$ cat config.mk
export PLATFORM = sky130hd
export DESIGN_NAME = rbc_config_bank
export DESIGN_NICKNAME = d
export VERILOG_FILES = /design/src/rbc_pkg.sv /design/src/rbc_config_bank.sv
export SDC_FILE = /design/constraint.sdc
export NUM_CORES = 1
export LEC_CHECK = 0
export ABC_AREA = 1
export BUFFER_PORTS_ARGS = -buffer_cell sky130_fd_sc_hd__buf_2
export CAP_MARGIN = 20
export CORE_MARGIN = 10
export CORE_UTILIZATION = 50
export CTS_CLUSTER_SIZE = 40
export DETAILED_ROUTE_END_ITERATION = 12
export PLACE_DENSITY_LB_ADDON = 0.3
export SLEW_MARGIN = 5
export SYNTH_ARGS = -nofsm -noshare
export SYNTH_HDL_FRONTEND = slang
export SYNTH_SLANG_ARGS = --single-unit
$ cat constraint.sdc
create_clock -name sys_clk -period 4.9 [get_ports sys_clk]
set_input_delay 0 -clock sys_clk [delete_from_list [all_inputs] [get_ports sys_clk]]
set_output_delay 0 -clock sys_clk [all_outputs]
set_load 0.02 [all_outputs]
$ cat src/rbc_pkg.sv
// Constants and types for the receiver baseband configuration bank.
// Assumes a single 100 MHz system clock and a byte-wide register port.
// Operation
// - An unsynchronised self-polling run ends when the timeout timer expires.
// - The timeout lasts the timer value times 64 times 512 clock periods.
// - A timer value of zero counts as 256 and one is the shortest timeout.
// - The two-bit corner field picks 40, 13.6, 5 or 3.6 kHz anti-aliasing.
// - The invert bit flips the recovered data polarity when it is one.
// - The sampling strobe comes every divider value plus one clock cycles.
// - The strength detector starts the programmed number plus one bits after frame sync.
// - The CIC input scale comes from bits 5:3 and should stay at zero.
// - The CIC comb delay is the three-bit field in bits 2:0 plus one.
// - The run-mode detector compares the signal level with a six-bit threshold.
package rbc_pkg;
  localparam logic [7:0] ADDR_TIMEOUT = 8'h6B;
  localparam logic [7:0] ADDR_GLOBALS_A = 8'h6C;
  localparam logic [7:0] ADDR_DIVIDER_A = 8'h6D;
  localparam logic [7:0] ADDR_START_DELAY_A = 8'h6E;
  localparam logic [7:0] ADDR_SCALE_DELAY_A = 8'h6F;
  localparam logic [7:0] ADDR_DECIMATION_A = 8'h70;
  localparam logic [7:0] ADDR_DETECTOR_A = 8'h71;
  localparam logic [7:0] ADDR_GLOBALS_B = 8'h8C;
  localparam logic [7:0] ADDR_DIVIDER_B = 8'h8D;
  localparam logic [7:0] ADDR_START_DELAY_B = 8'h8E;
  localparam logic [7:0] ADDR_SCALE_DELAY_B = 8'h8F;
  localparam logic [7:0] ADDR_DECIMATION_B = 8'h90;
  localparam logic [7:0] ADDR_DETECTOR_B = 8'h91;
  localparam logic [7:0] ADDR_MODE_CTRL = 8'hC0;
  localparam logic [7:0] ADDR_STATUS = 8'hC1;

  localparam logic [7:0] RESET_TIMEOUT = 8'hFF;
  localparam logic [7:0] RESET_CFG_BYTE = 8'h00;
  localparam logic [7:0] RESET_MODE_CTRL = 8'h00;

  localparam int MODE_TIMER_EN_BIT = 0;
  localparam int MODE_CFG_SEL_BIT = 1;
  localparam int DATA_INVERT_BIT = 0;
  localparam int CORNER_LSB = 1;
  localparam int SCALE_LSB = 3;
  localparam int COMB_LSB = 0;
  localparam int THR_CNT_LSB = 6;
  localparam int THR_LVL_LSB = 0;

  // Timeout prescale, in system clock periods per timer step
  localparam int TIMEOUT_FACTOR_A = 64;
  localparam int TIMEOUT_FACTOR_B = 512;
  localparam int TIMEOUT_TICK_CYCLES = TIMEOUT_FACTOR_A * TIMEOUT_FACTOR_B;
  localparam logic [8:0] TIMEOUT_ZERO_LIMIT = 9'h100;

  typedef enum logic [1:0] {
    RBC_CORNER_40K,
    RBC_CORNER_13K6,
    RBC_CORNER_5K,
    RBC_CORNER_3K6
  } rbc_corner_t;

  typedef struct packed {
    logic [7:0] globals;
    logic [7:0] divider;
    logic [7:0] start_delay;
    logic [7:0] scale_delay;
    logic [7:0] decimation;
    logic [7:0] detector;
  } rbc_cfg_t;

  typedef struct packed {
    logic [7:0] timeout_value;
    logic [7:0] mode_ctrl;
    rbc_cfg_t [1:0] cfg;
    logic [15:0] pre_cnt;
    logic [8:0] tick_cnt;
    logic [7:0] sample_cnt;
    logic [7:0] bit_cnt;
    logic armed;
    logic timer_running;
    logic polling_timeout;
    logic sample_strobe;
    logic data_out;
    rbc_corner_t corner;
    logic [2:0] cic_scale;
    logic [3:0] cic_delay;
    logic [5:0] cic_decim;
    logic [1:0] thr_counter;
    logic strength_enable;
    logic signal_detected;
    logic cfg_b_active;
    logic [7:0] rdata;
  } rbc_state_t;
endpackage : rbc_pkg

$ cat src/rbc_config_bank.sv
// Configuration bank and small baseband helpers for the receiver.
// Assumes all inputs come from logic on sys_clk; registers sit on a
// plain byte port with read data one cycle after the read strobe.
//
// Implementation choice: the address-and-strobe port.
`timescale 1ns/1ps
`default_nettype none

module rbc_config_bank #(
  parameter int TICK_CYCLES = rbc_pkg::TIMEOUT_TICK_CYCLES
) (
  input wire logic sys_clk,
  input wire logic rst,
  input wire logic [7:0] addr,
  input wire logic [7:0] wdata,
  input wire logic wr,
  input wire logic rd,
  output logic [7:0] rdata,
  input wire logic run_mode,
  input wire logic symbol_sync,
  input wire logic frame_sync_point,
  input wire logic bit_strobe,
  input wire logic rx_data,
  input wire logic [5:0] signal_level,
  output logic polling_timeout,
  output logic timer_running,
  output logic sample_strobe,
  output logic data_out,
  output logic [1:0] antialias_corner_select,
  output logic [2:0] cic_input_scale,
  output logic [3:0] cic_comb_delay,
  output logic [5:0] cic_decimation_factor,
  output logic [1:0] detector_threshold_counter,
  output logic strength_enable,
  output logic signal_detected,
  output logic cfg_b_active
);

  // Prescale step end, cut to the counter width
  localparam logic [15:0] TICK_LAST = 16'(TICK_CYCLES - 1);

  rbc_pkg::rbc_state_t st;
  rbc_pkg::rbc_state_t next_st;

  // Working values for the active copy
  rbc_pkg::rbc_cfg_t act;
  logic [8:0] limit;
  logic [7:0] status;
  logic run_timer;

  // Next state of the whole block
  always_comb begin
    next_st = st;
    act = st.cfg[st.mode_ctrl[rbc_pkg::MODE_CFG_SEL_BIT]];
    if (st.timeout_value == 8'h00) begin
      limit = rbc_pkg::TIMEOUT_ZERO_LIMIT;
    end else begin
      limit = {1'b0, st.timeout_value};
    end
    run_timer = st.mode_ctrl[rbc_pkg::MODE_TIMER_EN_BIT] & run_mode & ~symbol_sync;
    status = {4'h0, st.signal_detected, st.strength_enable, st.cfg_b_active, st.timer_running};

    // Register writes
    if (wr) begin
      unique case (addr)
        rbc_pkg::ADDR_TIMEOUT: begin
          next_st.timeout_value = wdata;
        end
        rbc_pkg::ADDR_MODE_CTRL: begin
          next_st.mode_ctrl = wdata;
        end
        rbc_pkg::ADDR_GLOBALS_A: begin
          next_st.cfg[0].globals = wdata;
        end
        rbc_pkg::ADDR_DIVIDER_A: begin
          next_st.cfg[0].divider = wdata;
        end
        rbc_pkg::ADDR_START_DELAY_A: begin
          next_st.cfg[0].start_delay = wdata;
        end
        rbc_pkg::ADDR_SCALE_DELAY_A: begin
          next_st.cfg[0].scale_delay = wdata;
        end
        rbc_pkg::ADDR_DECIMATION_A: begin
          next_st.cfg[0].decimation = wdata;
        end
        rbc_pkg::ADDR_DETECTOR_A: begin
          next_st.cfg[0].detector = wdata;
        end
        rbc_pkg::ADDR_GLOBALS_B: begin
          next_st.cfg[1].globals = wdata;
        end
        rbc_pkg::ADDR_DIVIDER_B: begin
          next_st.cfg[1].divider = wdata;
        end
        rbc_pkg::ADDR_START_DELAY_B: begin
          next_st.cfg[1].start_delay = wdata;
        end
        rbc_pkg::ADDR_SCALE_DELAY_B: begin
          next_st.cfg[1].scale_delay = wdata;
        end
        rbc_pkg::ADDR_DECIMATION_B: begin
          next_st.cfg[1].decimation = wdata;
        end
        rbc_pkg::ADDR_DETECTOR_B: begin
          next_st.cfg[1].detector = wdata;
        end
        default: begin
          next_st.mode_ctrl = st.mode_ctrl; // Unmapped write ignored
        end
      endcase
    end

    // Read data: status and mode control read back, the rest read zero
    if (rd && addr == rbc_pkg::ADDR_STATUS) begin
      next_st.rdata = status;
    end else if (rd && addr == rbc_pkg::ADDR_MODE_CTRL) begin
      next_st.rdata = st.mode_ctrl;
    end else begin
      next_st.rdata = 8'h00;
    end

    // Timeout timer: value steps of 64 x 512 cycles
    next_st.polling_timeout = 1'b0;
    next_st.timer_running = run_timer;
    if (!run_timer) begin
      next_st.pre_cnt = 16'h0000;
      next_st.tick_cnt = 9'h000;
    end else if (st.pre_cnt == TICK_LAST) begin
      next_st.pre_cnt = 16'h0000;
      if (st.tick_cnt + 9'h001 == limit) begin
        next_st.polling_timeout = 1'b1;
        next_st.tick_cnt = 9'h000;
      end else begin
        next_st.tick_cnt = st.tick_cnt + 9'h001;
      end
    end else begin
      next_st.pre_cnt = st.pre_cnt + 16'h0001;
    end

    next_st.sample_strobe = 1'b0;
    if (st.sample_cnt >= act.divider) begin
      next_st.sample_cnt = 8'h00;
      next_st.sample_strobe = 1'b1;
    end else begin
      next_st.sample_cnt = st.sample_cnt + 8'h01;
    end

    next_st.data_out = rx_data ^ act.globals[rbc_pkg::DATA_INVERT_BIT];

    next_st.corner = rbc_pkg::rbc_corner_t'(act.globals[rbc_pkg::CORNER_LSB +: 2]);

    next_st.cic_scale = act.scale_delay[rbc_pkg::SCALE_LSB +: 3];

    next_st.cic_delay = {1'b0, act.scale_delay[rbc_pkg::COMB_LSB +: 3]} + 4'h1;

    // Decimation passed on as written
    next_st.cic_decim = act.decimation[5:0];

    // Threshold counter passed on as written
    next_st.thr_counter = act.detector[rbc_pkg::THR_CNT_LSB +: 2];

    next_st.signal_detected = signal_level >= act.detector[rbc_pkg::THR_LVL_LSB +: 6];

    if (frame_sync_point) begin
      next_st.bit_cnt = 8'h00;
      next_st.armed = 1'b1;
      next_st.strength_enable = 1'b0;
    end else if (bit_strobe && st.armed) begin
      if (st.bit_cnt == act.start_delay) begin
        next_st.strength_enable = 1'b1;
        next_st.armed = 1'b0;
      end else begin
        next_st.bit_cnt = st.bit_cnt + 8'h01;
      end
    end

    next_st.cfg_b_active = st.mode_ctrl[rbc_pkg::MODE_CFG_SEL_BIT];
  end

  // State register
  always_ff @(posedge sys_clk or posedge rst) begin
    if (rst) begin
      st <= '0;
      st.timeout_value <= rbc_pkg::RESET_TIMEOUT;
      st.mode_ctrl <= rbc_pkg::RESET_MODE_CTRL;
      st.cfg <= {12{rbc_pkg::RESET_CFG_BYTE}};
      st.corner <= rbc_pkg::RBC_CORNER_40K;
    end else begin
      st <= next_st;
    end
  end

  // Outputs straight from state flops
  assign rdata = st.rdata;
  assign polling_timeout = st.polling_timeout;
  assign timer_running = st.timer_running;
  assign sample_strobe = st.sample_strobe;
  assign data_out = st.data_out;
  assign antialias_corner_select = st.corner;
  assign cic_input_scale = st.cic_scale;
  assign cic_comb_delay = st.cic_delay;
  assign cic_decimation_factor = st.cic_decim;
  assign detector_threshold_counter = st.thr_counter;
  assign strength_enable = st.strength_enable;
  assign signal_detected = st.signal_detected;
  assign cfg_b_active = st.cfg_b_active;

endmodule // rbc_config_bank

`default_nettype wire

==> flow_summary_export.csv, run 1 <==
group,metric,value,unit
yosys,synth_compound_area_share,9.21,%
clocking,root_buffer,"clkbuf_16",
timing,hold_violations,0,
timing,post-route-worst-setup-slack,1.73,ns
drt,antenna_left,0,
setup_path,crit_arrival,3.49,ns
yosys,synth_top_family_by_area,"simple AND/OR/NAND/NOR gates",
placed_design,dpl_cell_area,8210,µm²
placed_design,hpwl,11300,µm
cells_and_area,num_antenna_cells,0,
setup_path,critPathBufInv,3,
floorplan,core-area,15400,µm²
floorplan,dieArea,21300,µm²
timing,relSlewSlack,35.6,%
clocking,htreeDepth,4,
drt,routedWlPerCell,14.3,µm
clocking,cts.sinks,168,
yosys,synth.top_cell.area_share,50.6,%
cells_and_area,fin_nets,994,
drt,num_vias,5888,
pwr,pwr-share-comb,8.7,%
floorplan,die_w,146,µm
setup_path,path_cells,"inv_2 -> nand2_1 -> nand2_1 -> ha_1 -> inv_1 -> a21boi_0 -> o21ai_0 -> a21boi_0 -> o21a_1 -> o21ai_0 -> nand2_1 -> dlygate4sd3_1",
timing,period_share,64.7,%
global_route,grt_pass1_vias,5750,
timing,fin_hold_ws,0.00789,ns
drt,drtPass1Iterations,4,
setup_path,path_delay_family,"buffers and inverters",
floorplan,ios,63,
setup_path,crit_path_end_kind,"flip-flop",
timing,maxSlewViolCount,0,
timing,max_freq,315,MHz
global_route,grt_max_degree,120,
hold_path,min_from,"wdata[6]",
timing,finalCriticalPeriod,3.17,ns
hold_path,hold_path_depth,3,
setup_path,crit_required,5.22,ns
cells_and_area,fillers,1343,
setup_path,r2r_start,"next_st[8]$_DFFE_PP0P_",
clocking,cts_resized,0,
setup_path,crit_fanout,33,
global_route,grt_pass1_wl,28500,µm
timing,finClkSkew,0.00828,ns
hold_path,hp-class,"input port to flip-flop",
pwr,p_leak,4.29,nW
timing,rsz0062_at_grt,"no",
yosys,synth.net_count,948,
floorplan,die_h,146,µm
placed_design,port_buffers,62,
setup_path,critPathSlowestCell,"dfrtp_1",
drt,routed_wirelength,16700,µm
pwr,intPower,0.00232,W
floorplan,std_cell_rows,45,
yosys,ys.flop_type,"dfrtp_1",
hold_path,hold_end,"st[128]$_DFFE_PP0P_",
pwr,power.share.sequential,47.8,%
cells_and_area,fin_area,8970,µm²
yosys,synthTopCellsByArea,"dfrtp_1, nand2_1, o21ai_0",
timing,setup_tns,0,ns
timing,setup_viol,0,
pwr,powerDensity,348,nW/µm²
clocking,clk_pin_slew,0.07,ns
yosys,synthMostInstantiatedCell,"nand2_1",
run,cap_violations,0,
cells_and_area,drive_gt1_share,13.8,%
drt,drtIter0Drc,415,
setup_path,rrSetupSlack,1.73,ns
pwr,peakVddDrop,0.269,mV
yosys,muxShareOfSynthArea,1.64,%
run_status,status,"completed",
setup_path,critPathKind,"flip-flop to flip-flop",
cells_and_area,area_delta_synth_final,13.4,%
yosys,synth-xor-area-share,2.54,%
clocking,cts_tree,"built",
yosys,synthSimpleGateAreaFrac,23.4,%
yosys,ys_seq_elements,168,
yosys,synthAdderAreaFrac,3.00,%
yosys,synth_enable_flop_cells,0,
clocking,cts_made_buffers,17,
yosys,async_flop_share,100,%
drt,vias_per_cell,5.04,
placed_design,gp_congestion,0.849,
global_route,gr-total-overflow,0,
clocking,post_cts_buffers,0,
pwr,sw_frac_of_total,25.6,%
yosys,yosysTopAreaCell,"dfrtp_1",
placed_design,dp_slack,2.17,ns
setup_path,cpPeakStageDelay,0.82,ns
setup_path,cp-start-kind,"flip-flop",
pwr,total_power,0.00312,W
yosys,syn_area_per_cell,8.82,µm²
setup_path,cp_common_cell,"nand2_1",
setup_path,r2r_end,"signal_detected$_DFF_PP0_",
pwr,p_clk_share,43.5,%
global_route,gr-usage-all-layers,16.1,%
yosys,synth_area,7920,µm²
timing,tightest_slew,0.960,ns
yosys,synthDistinctLibCells,44,
drt,drc_errors,0,
clocking,cts_buffer_depth,2,
pwr,switchingPower,0.000799,W
global_route,antenna_found_initial,0,
yosys,syn-instance-count,898,
floorplan,start_util,51.5,%
clocking,clock_latency,0.43,ns
setup_path,worstRegToRegCells,12,
yosys,ys_warn_count,0,
yosys,yosysSeqAreaShare,53.2,%
yosys,synth_commonest_cells,"nand2_1, dfrtp_1, o21ai_0",
-- layout by cell type (no fill, tap or decap), types with 2 or more instances in the layout --
| cell type | netlist | layout |
|---|---|---|
| clkinv_2 | 0 | 2 |
| clkbuf_16 | 0 | 17 |
| nand3b_1 | 4 | 4 |
| inv_1 | 60 | 59 |
| mux2i_1 | 13 | 13 |
| nand3_2 | 2 | 2 |
| nand3_1 | 33 | 33 |
| nand2_1 | 279 | 279 |
| clkinv_4 | 0 | 3 |
| dfrtp_1 | 160 | 160 |
| dlygate4sd3_1 | 0 | 14 |
| buf_2 | 3 | 62 |
| dfstp_2 | 8 | 8 |
| a21oi_1 | 13 | 13 |
| o21ai_2 | 4 | 4 |
| inv_8 | 0 | 2 |
| ha_1 | 19 | 19 |
| a21boi_0 | 2 | 2 |
| nor2_2 | 2 | 2 |
| nor4_1 | 2 | 2 |
| buf_4 | 25 | 3 |
| nand4_1 | 5 | 5 |
| nor2_1 | 57 | 57 |
| o21ai_0 | 106 | 106 |
| xor2_1 | 14 | 14 |
| nor3_1 | 12 | 12 |
| nor2_4 | 3 | 3 |
| o31ai_1 | 4 | 4 |
| nor3b_1 | 10 | 10 |
| inv_6 | 0 | 5 |
| o21a_1 | 3 | 3 |
| o21ai_1 | 2 | 2 |
| nand2_4 | 4 | 4 |
| bufinv_16 | 0 | 2 |
| xnor2_1 | 9 | 9 |
| nand2_2 | 2 | 2 |
-- state kept, by name, indices dropped and copies added (netlist names), 2 cells and up --
register,cells
st,135
rdata,8
cic_decimation_factor,6
cic_comb_delay,4
cic_input_scale,3
antialias_corner_select,2
detector_threshold_counter,2
-- through the flow --
step           instances  utilization [%]
2_1_floorplan        898                -
3_3_place_gp        1121             53.4
3_5_place_dp        1121             53.4
4_1_cts             1167             58.2
5_1_grt             1168             58.4
6_report            1168             58.4
-- worst max path at each step --
| stage | from | to | slack, ns | depth (start not counted) |
|---|---|---|---|---|
| floorplan | rst | antialias_corner_select[0]$_DFF_PP0_ | 0.37 | 1 |
| global placement | next_st[8]$_DFFE_PP0P_ | st[44]$_DFF_PP0_ | 2.23 | 8 |
| detailed placement | next_st[8]$_DFFE_PP0P_ | st[44]$_DFF_PP0_ | 2.17 | 8 |
| CTS | next_st[8]$_DFFE_PP0P_ | signal_detected$_DFF_PP0_ | 1.74 | 12 |
| global route | next_st[8]$_DFFE_PP0P_ | signal_detected$_DFF_PP0_ | 1.51 | 12 |
| finish | next_st[8]$_DFFE_PP0P_ | signal_detected$_DFF_PP0_ | 1.73 | 12 |
-- power groups by stage --
stage / Sequential (W) / Clock (W) / Combinational (W)
after floorplan: 0.00151 / 0 / 0.000196
after global placement: 0.00152 / 0 / 0.000259
after detailed placement: 0.00152 / 0 / 0.000265
after CTS: 0.00149 / 0.00137 / 0.000274
after global routing: 0.00150 / 0.00144 / 0.000314
final: 0.00149 / 0.00136 / 0.000272
-- timing repair --
item | CTS | global route
setup endpoints to repair | 0 | 0
hold buffers | 14 | 0
hold endpoints to repair | 136 | 0
-- area by class of cell --
type	instances	area, µm²	area share [%]
repair buffers	80	500	5.58
clock inverters	14	161	1.80
multi-input cells	614	3150	35.1
flip-flops and latches	168	4210	47.0
clock buffers	18	439	4.89
well taps	211	264	2.94
inverters	63	244	2.72
-- kinds of logic after synthesis --
group,count (synthesis)
buffers and inverters,116
and+or+nand+nor,422
DFF,168
xor gates and xnor gates,23
muxes,13
adders and majority gates,19
AOI/OAI and AO/OA,137
-- tightest hold or removal path: stages --
cell     delay (ns)
buf_2          0.07
inv_1          0.13
o21ai_0        0.19
-- routing by layer --
metal,routed length (µm),global-route usage [%],part of all wire [%]
met2,8030,26.4,48
met1,7690,20.5,46
met4,271,6.12,1.6
met5,0,0,0
met3,657,3.23,3.9
Power figures use the tool's default switching activity.
==> run 2, diff against run 1 <==
==> constraint.sdc (replaced) <==
create_clock -name sys_clk -period 3 [get_ports sys_clk]
set_input_delay 0 -clock sys_clk [delete_from_list [all_inputs] [get_ports sys_clk]]
set_output_delay 0 -clock sys_clk [all_outputs]
set_load 0.02 [all_outputs]
==> flow_summary_export.csv, run 2 (synthesized netlist as in run 1, its figures left out) <==
group,metric,value,unit
timing,hold_violations,2,
timing,finClkSkew,0.00638,ns
run_status,status,"complete, but fails checks",
timing,tightest_slew,0.856,ns
timing,setup_tns,0,ns
floorplan,start_util,51.5,%
clocking,cts.sinks,168,
clocking,cts_tree,"built",
global_route,gr-total-overflow,0,
pwr,powerDensity,567,nW/µm²
clocking,clk_pin_slew,0.07,ns
global_route,grt_pass1_wl,29200,µm
placed_design,hpwl,11800,µm
setup_path,path_delay_family,"buffers and inverters",
setup_path,crit_fanout,27,
drt,routed_wirelength,17100,µm
global_route,antenna_found_initial,0,
floorplan,ios,63,
cells_and_area,largest_reg_flops,135,
floorplan,die_h,146,µm
clocking,htreeDepth,4,
drt,antenna_left,0,
timing,setup_viol,0,
cells_and_area,drive_gt1_share,14.2,%
timing,post-route-worst-setup-slack,0.427,ns
placed_design,dpl_cell_area,8260,µm²
timing,finalCriticalPeriod,2.57,ns
floorplan,core-area,15400,µm²
timing,maxSlewViolCount,0,
pwr,intPower,0.00380,W
pwr,switchingPower,0.00130,W
floorplan,std_cell_rows,45,
run,cap_violations,0,
global_route,grt_pass1_vias,5789,
timing,fin_hold_ws,-0.000559,ns
placed_design,port_buffers,62,
drt,drc_errors,0,
drt,drtIter0Drc,397,
setup_path,critPathKind,"flip-flop to flip-flop",
setup_path,path_cells,"inv_2 -> nand2_1 -> nand2_1 -> ha_1 -> inv_1 -> a21boi_0 -> o21ai_0 -> a21boi_0 -> o21a_1 -> o21ai_0 -> nand2_1 -> dlygate4sd3_1",
cells_and_area,fin_nets,998,
floorplan,die_w,146,µm
setup_path,crit_arrival,2.89,ns
pwr,pwr-share-comb,8.9,%
setup_path,critPathSlowestCell,"dlygate4sd3_1",
setup_path,critPathBufInv,3,
clocking,cts_buffer_depth,2,
cells_and_area,regMostFlops,"st",
cells_and_area,stdcell_count,1172,
clocking,clock_latency,0.43,ns
clocking,cts_made_buffers,17,
cells_and_area,layout_common_cells,"nand2_1, dfrtp_1, o21ai_0",
clocking,post_cts_buffers,0,
timing,period_share,85.8,%
timing,relSlewSlack,42.8,%
run_status,violations,"hold timing",
cells_and_area,final_common_cell,"nand2_1",
global_route,gr-usage-all-layers,16.6,%
pwr,peakVddDrop,0.417,mV
setup_path,cpPeakStageDelay,0.56,ns
drt,num_vias,5981,
pwr,p_leak,4.29,nW
pwr,power.share.sequential,47.8,%
hold_path,hp-class,"input port to flip-flop",
cells_and_area,fin_area,9000,µm²
placed_design,gp_congestion,0.837,
setup_path,crit_path_end_kind,"flip-flop",
cells_and_area,num_antenna_cells,0,
timing,max_freq,389,MHz
setup_path,cp-start-kind,"flip-flop",
cells_and_area,area_delta_synth_final,13.7,%
pwr,p_clk_share,43.3,%
setup_path,cp_common_cell,"nand2_1",
pwr,sw_frac_of_total,25.5,%
drt,vias_per_cell,5.10,
placed_design,dp.cells,1126,
clocking,root_buffer,"clkbuf_16",
floorplan,dieArea,21300,µm²
drt,drtPass1Iterations,6,
setup_path,crit_required,3.32,ns
placed_design,dp_slack,0.880,ns
global_route,grt_max_degree,74,
timing,rsz0062_at_grt,"no",
drt,routedWlPerCell,14.6,µm
cells_and_area,fillers,1351,
run 2: cell count changes in the layout (fill, tap and decap cells not counted), sizes merged:
| cell | previous run | this run |
|---|---|---|
| clkinvlp | 1 | 4 |
| buf | 66 | 70 |
| clkinv | 6 | 5 |
| inv | 68 | 66 |
run 2: final timing paths:
check                                  startpoint                            endpoint  slack, ns  cells past startpoint
max in group asynchronous                     rst                 st[178]$_DFFE_PP1P_       1.89                      4
max                        next_st[8]$_DFFE_PP0P_           signal_detected$_DFF_PP0_       0.43                     12
min in group asynchronous                     rst  cic_decimation_factor[4]$_DFF_PP0_       0.22                      3
min reg2reg                   st[138]$_DFFE_PP0P_                 st[138]$_DFFE_PP0P_       0.47                      2
min                                      wdata[6]                  st[80]$_DFFE_PP0P_    -0.0006                      3
max reg2reg                next_st[8]$_DFFE_PP0P_           signal_detected$_DFF_PP0_       0.43                     12
run 2: repair_timing:
action,in CTS,in global routing
endpoints found under the setup margin,0,0
hold buffers,14,0
gates resized for setup,0,0
hold endpoints to repair,52,0
run 2: routing by layer:
metal  vias to the layer above  global-route usage, %  routed length, µm
met5                         -                      0                  0
met4                         0                   6.02                240
met3                        23                   3.35                817
met2                       119                   26.2               8080
met1                      2860                   22.1               7930
li1                       2979                      -                  -
run 2: power by group through the flow:
stage	combinational (W)	clock, W	sequential, W
2_1_floorplan	0.000321	0	0.00247
3_3_place_gp	0.000435	0	0.00247
3_5_place_dp	0.000444	0	0.00247
4_1_cts	0.000460	0.00225	0.00243
5_1_grt	0.000521	0.00235	0.00245
6_report	0.000454	0.00221	0.00243
run 2: final cells by class:
type,instances,area (µm²),area share [%]
clock buffers,18,439,4.88
clock inverters,14,163,1.81
inverters,63,243,2.70
multi-input cells,614,3150,35.0
flip-flops and latches,168,4210,46.8
well taps,211,264,2.93
repair buffers,84,523,5.81
run 2: worst reg2reg max path, cell delays in order (launching register included):
cell,delay (ns)
dfrtp_1,0.40
inv_2,0.39
nand2_1,0.11
nand2_1,0.08
ha_1,0.21
inv_1,0.05
a21boi_0,0.06
o21ai_0,0.13
a21boi_0,0.10
o21a_1,0.17
o21ai_0,0.13
nand2_1,0.07
dlygate4sd3_1,0.56
run 2: metrics by stage:
step	total power, W	util, %
after floorplan	0.00279	-
after global placement	0.00291	53.7
after detailed placement	0.00292	53.7
after CTS	0.00515	58.5
after global routing	0.00532	58.5
final	0.00510	58.5
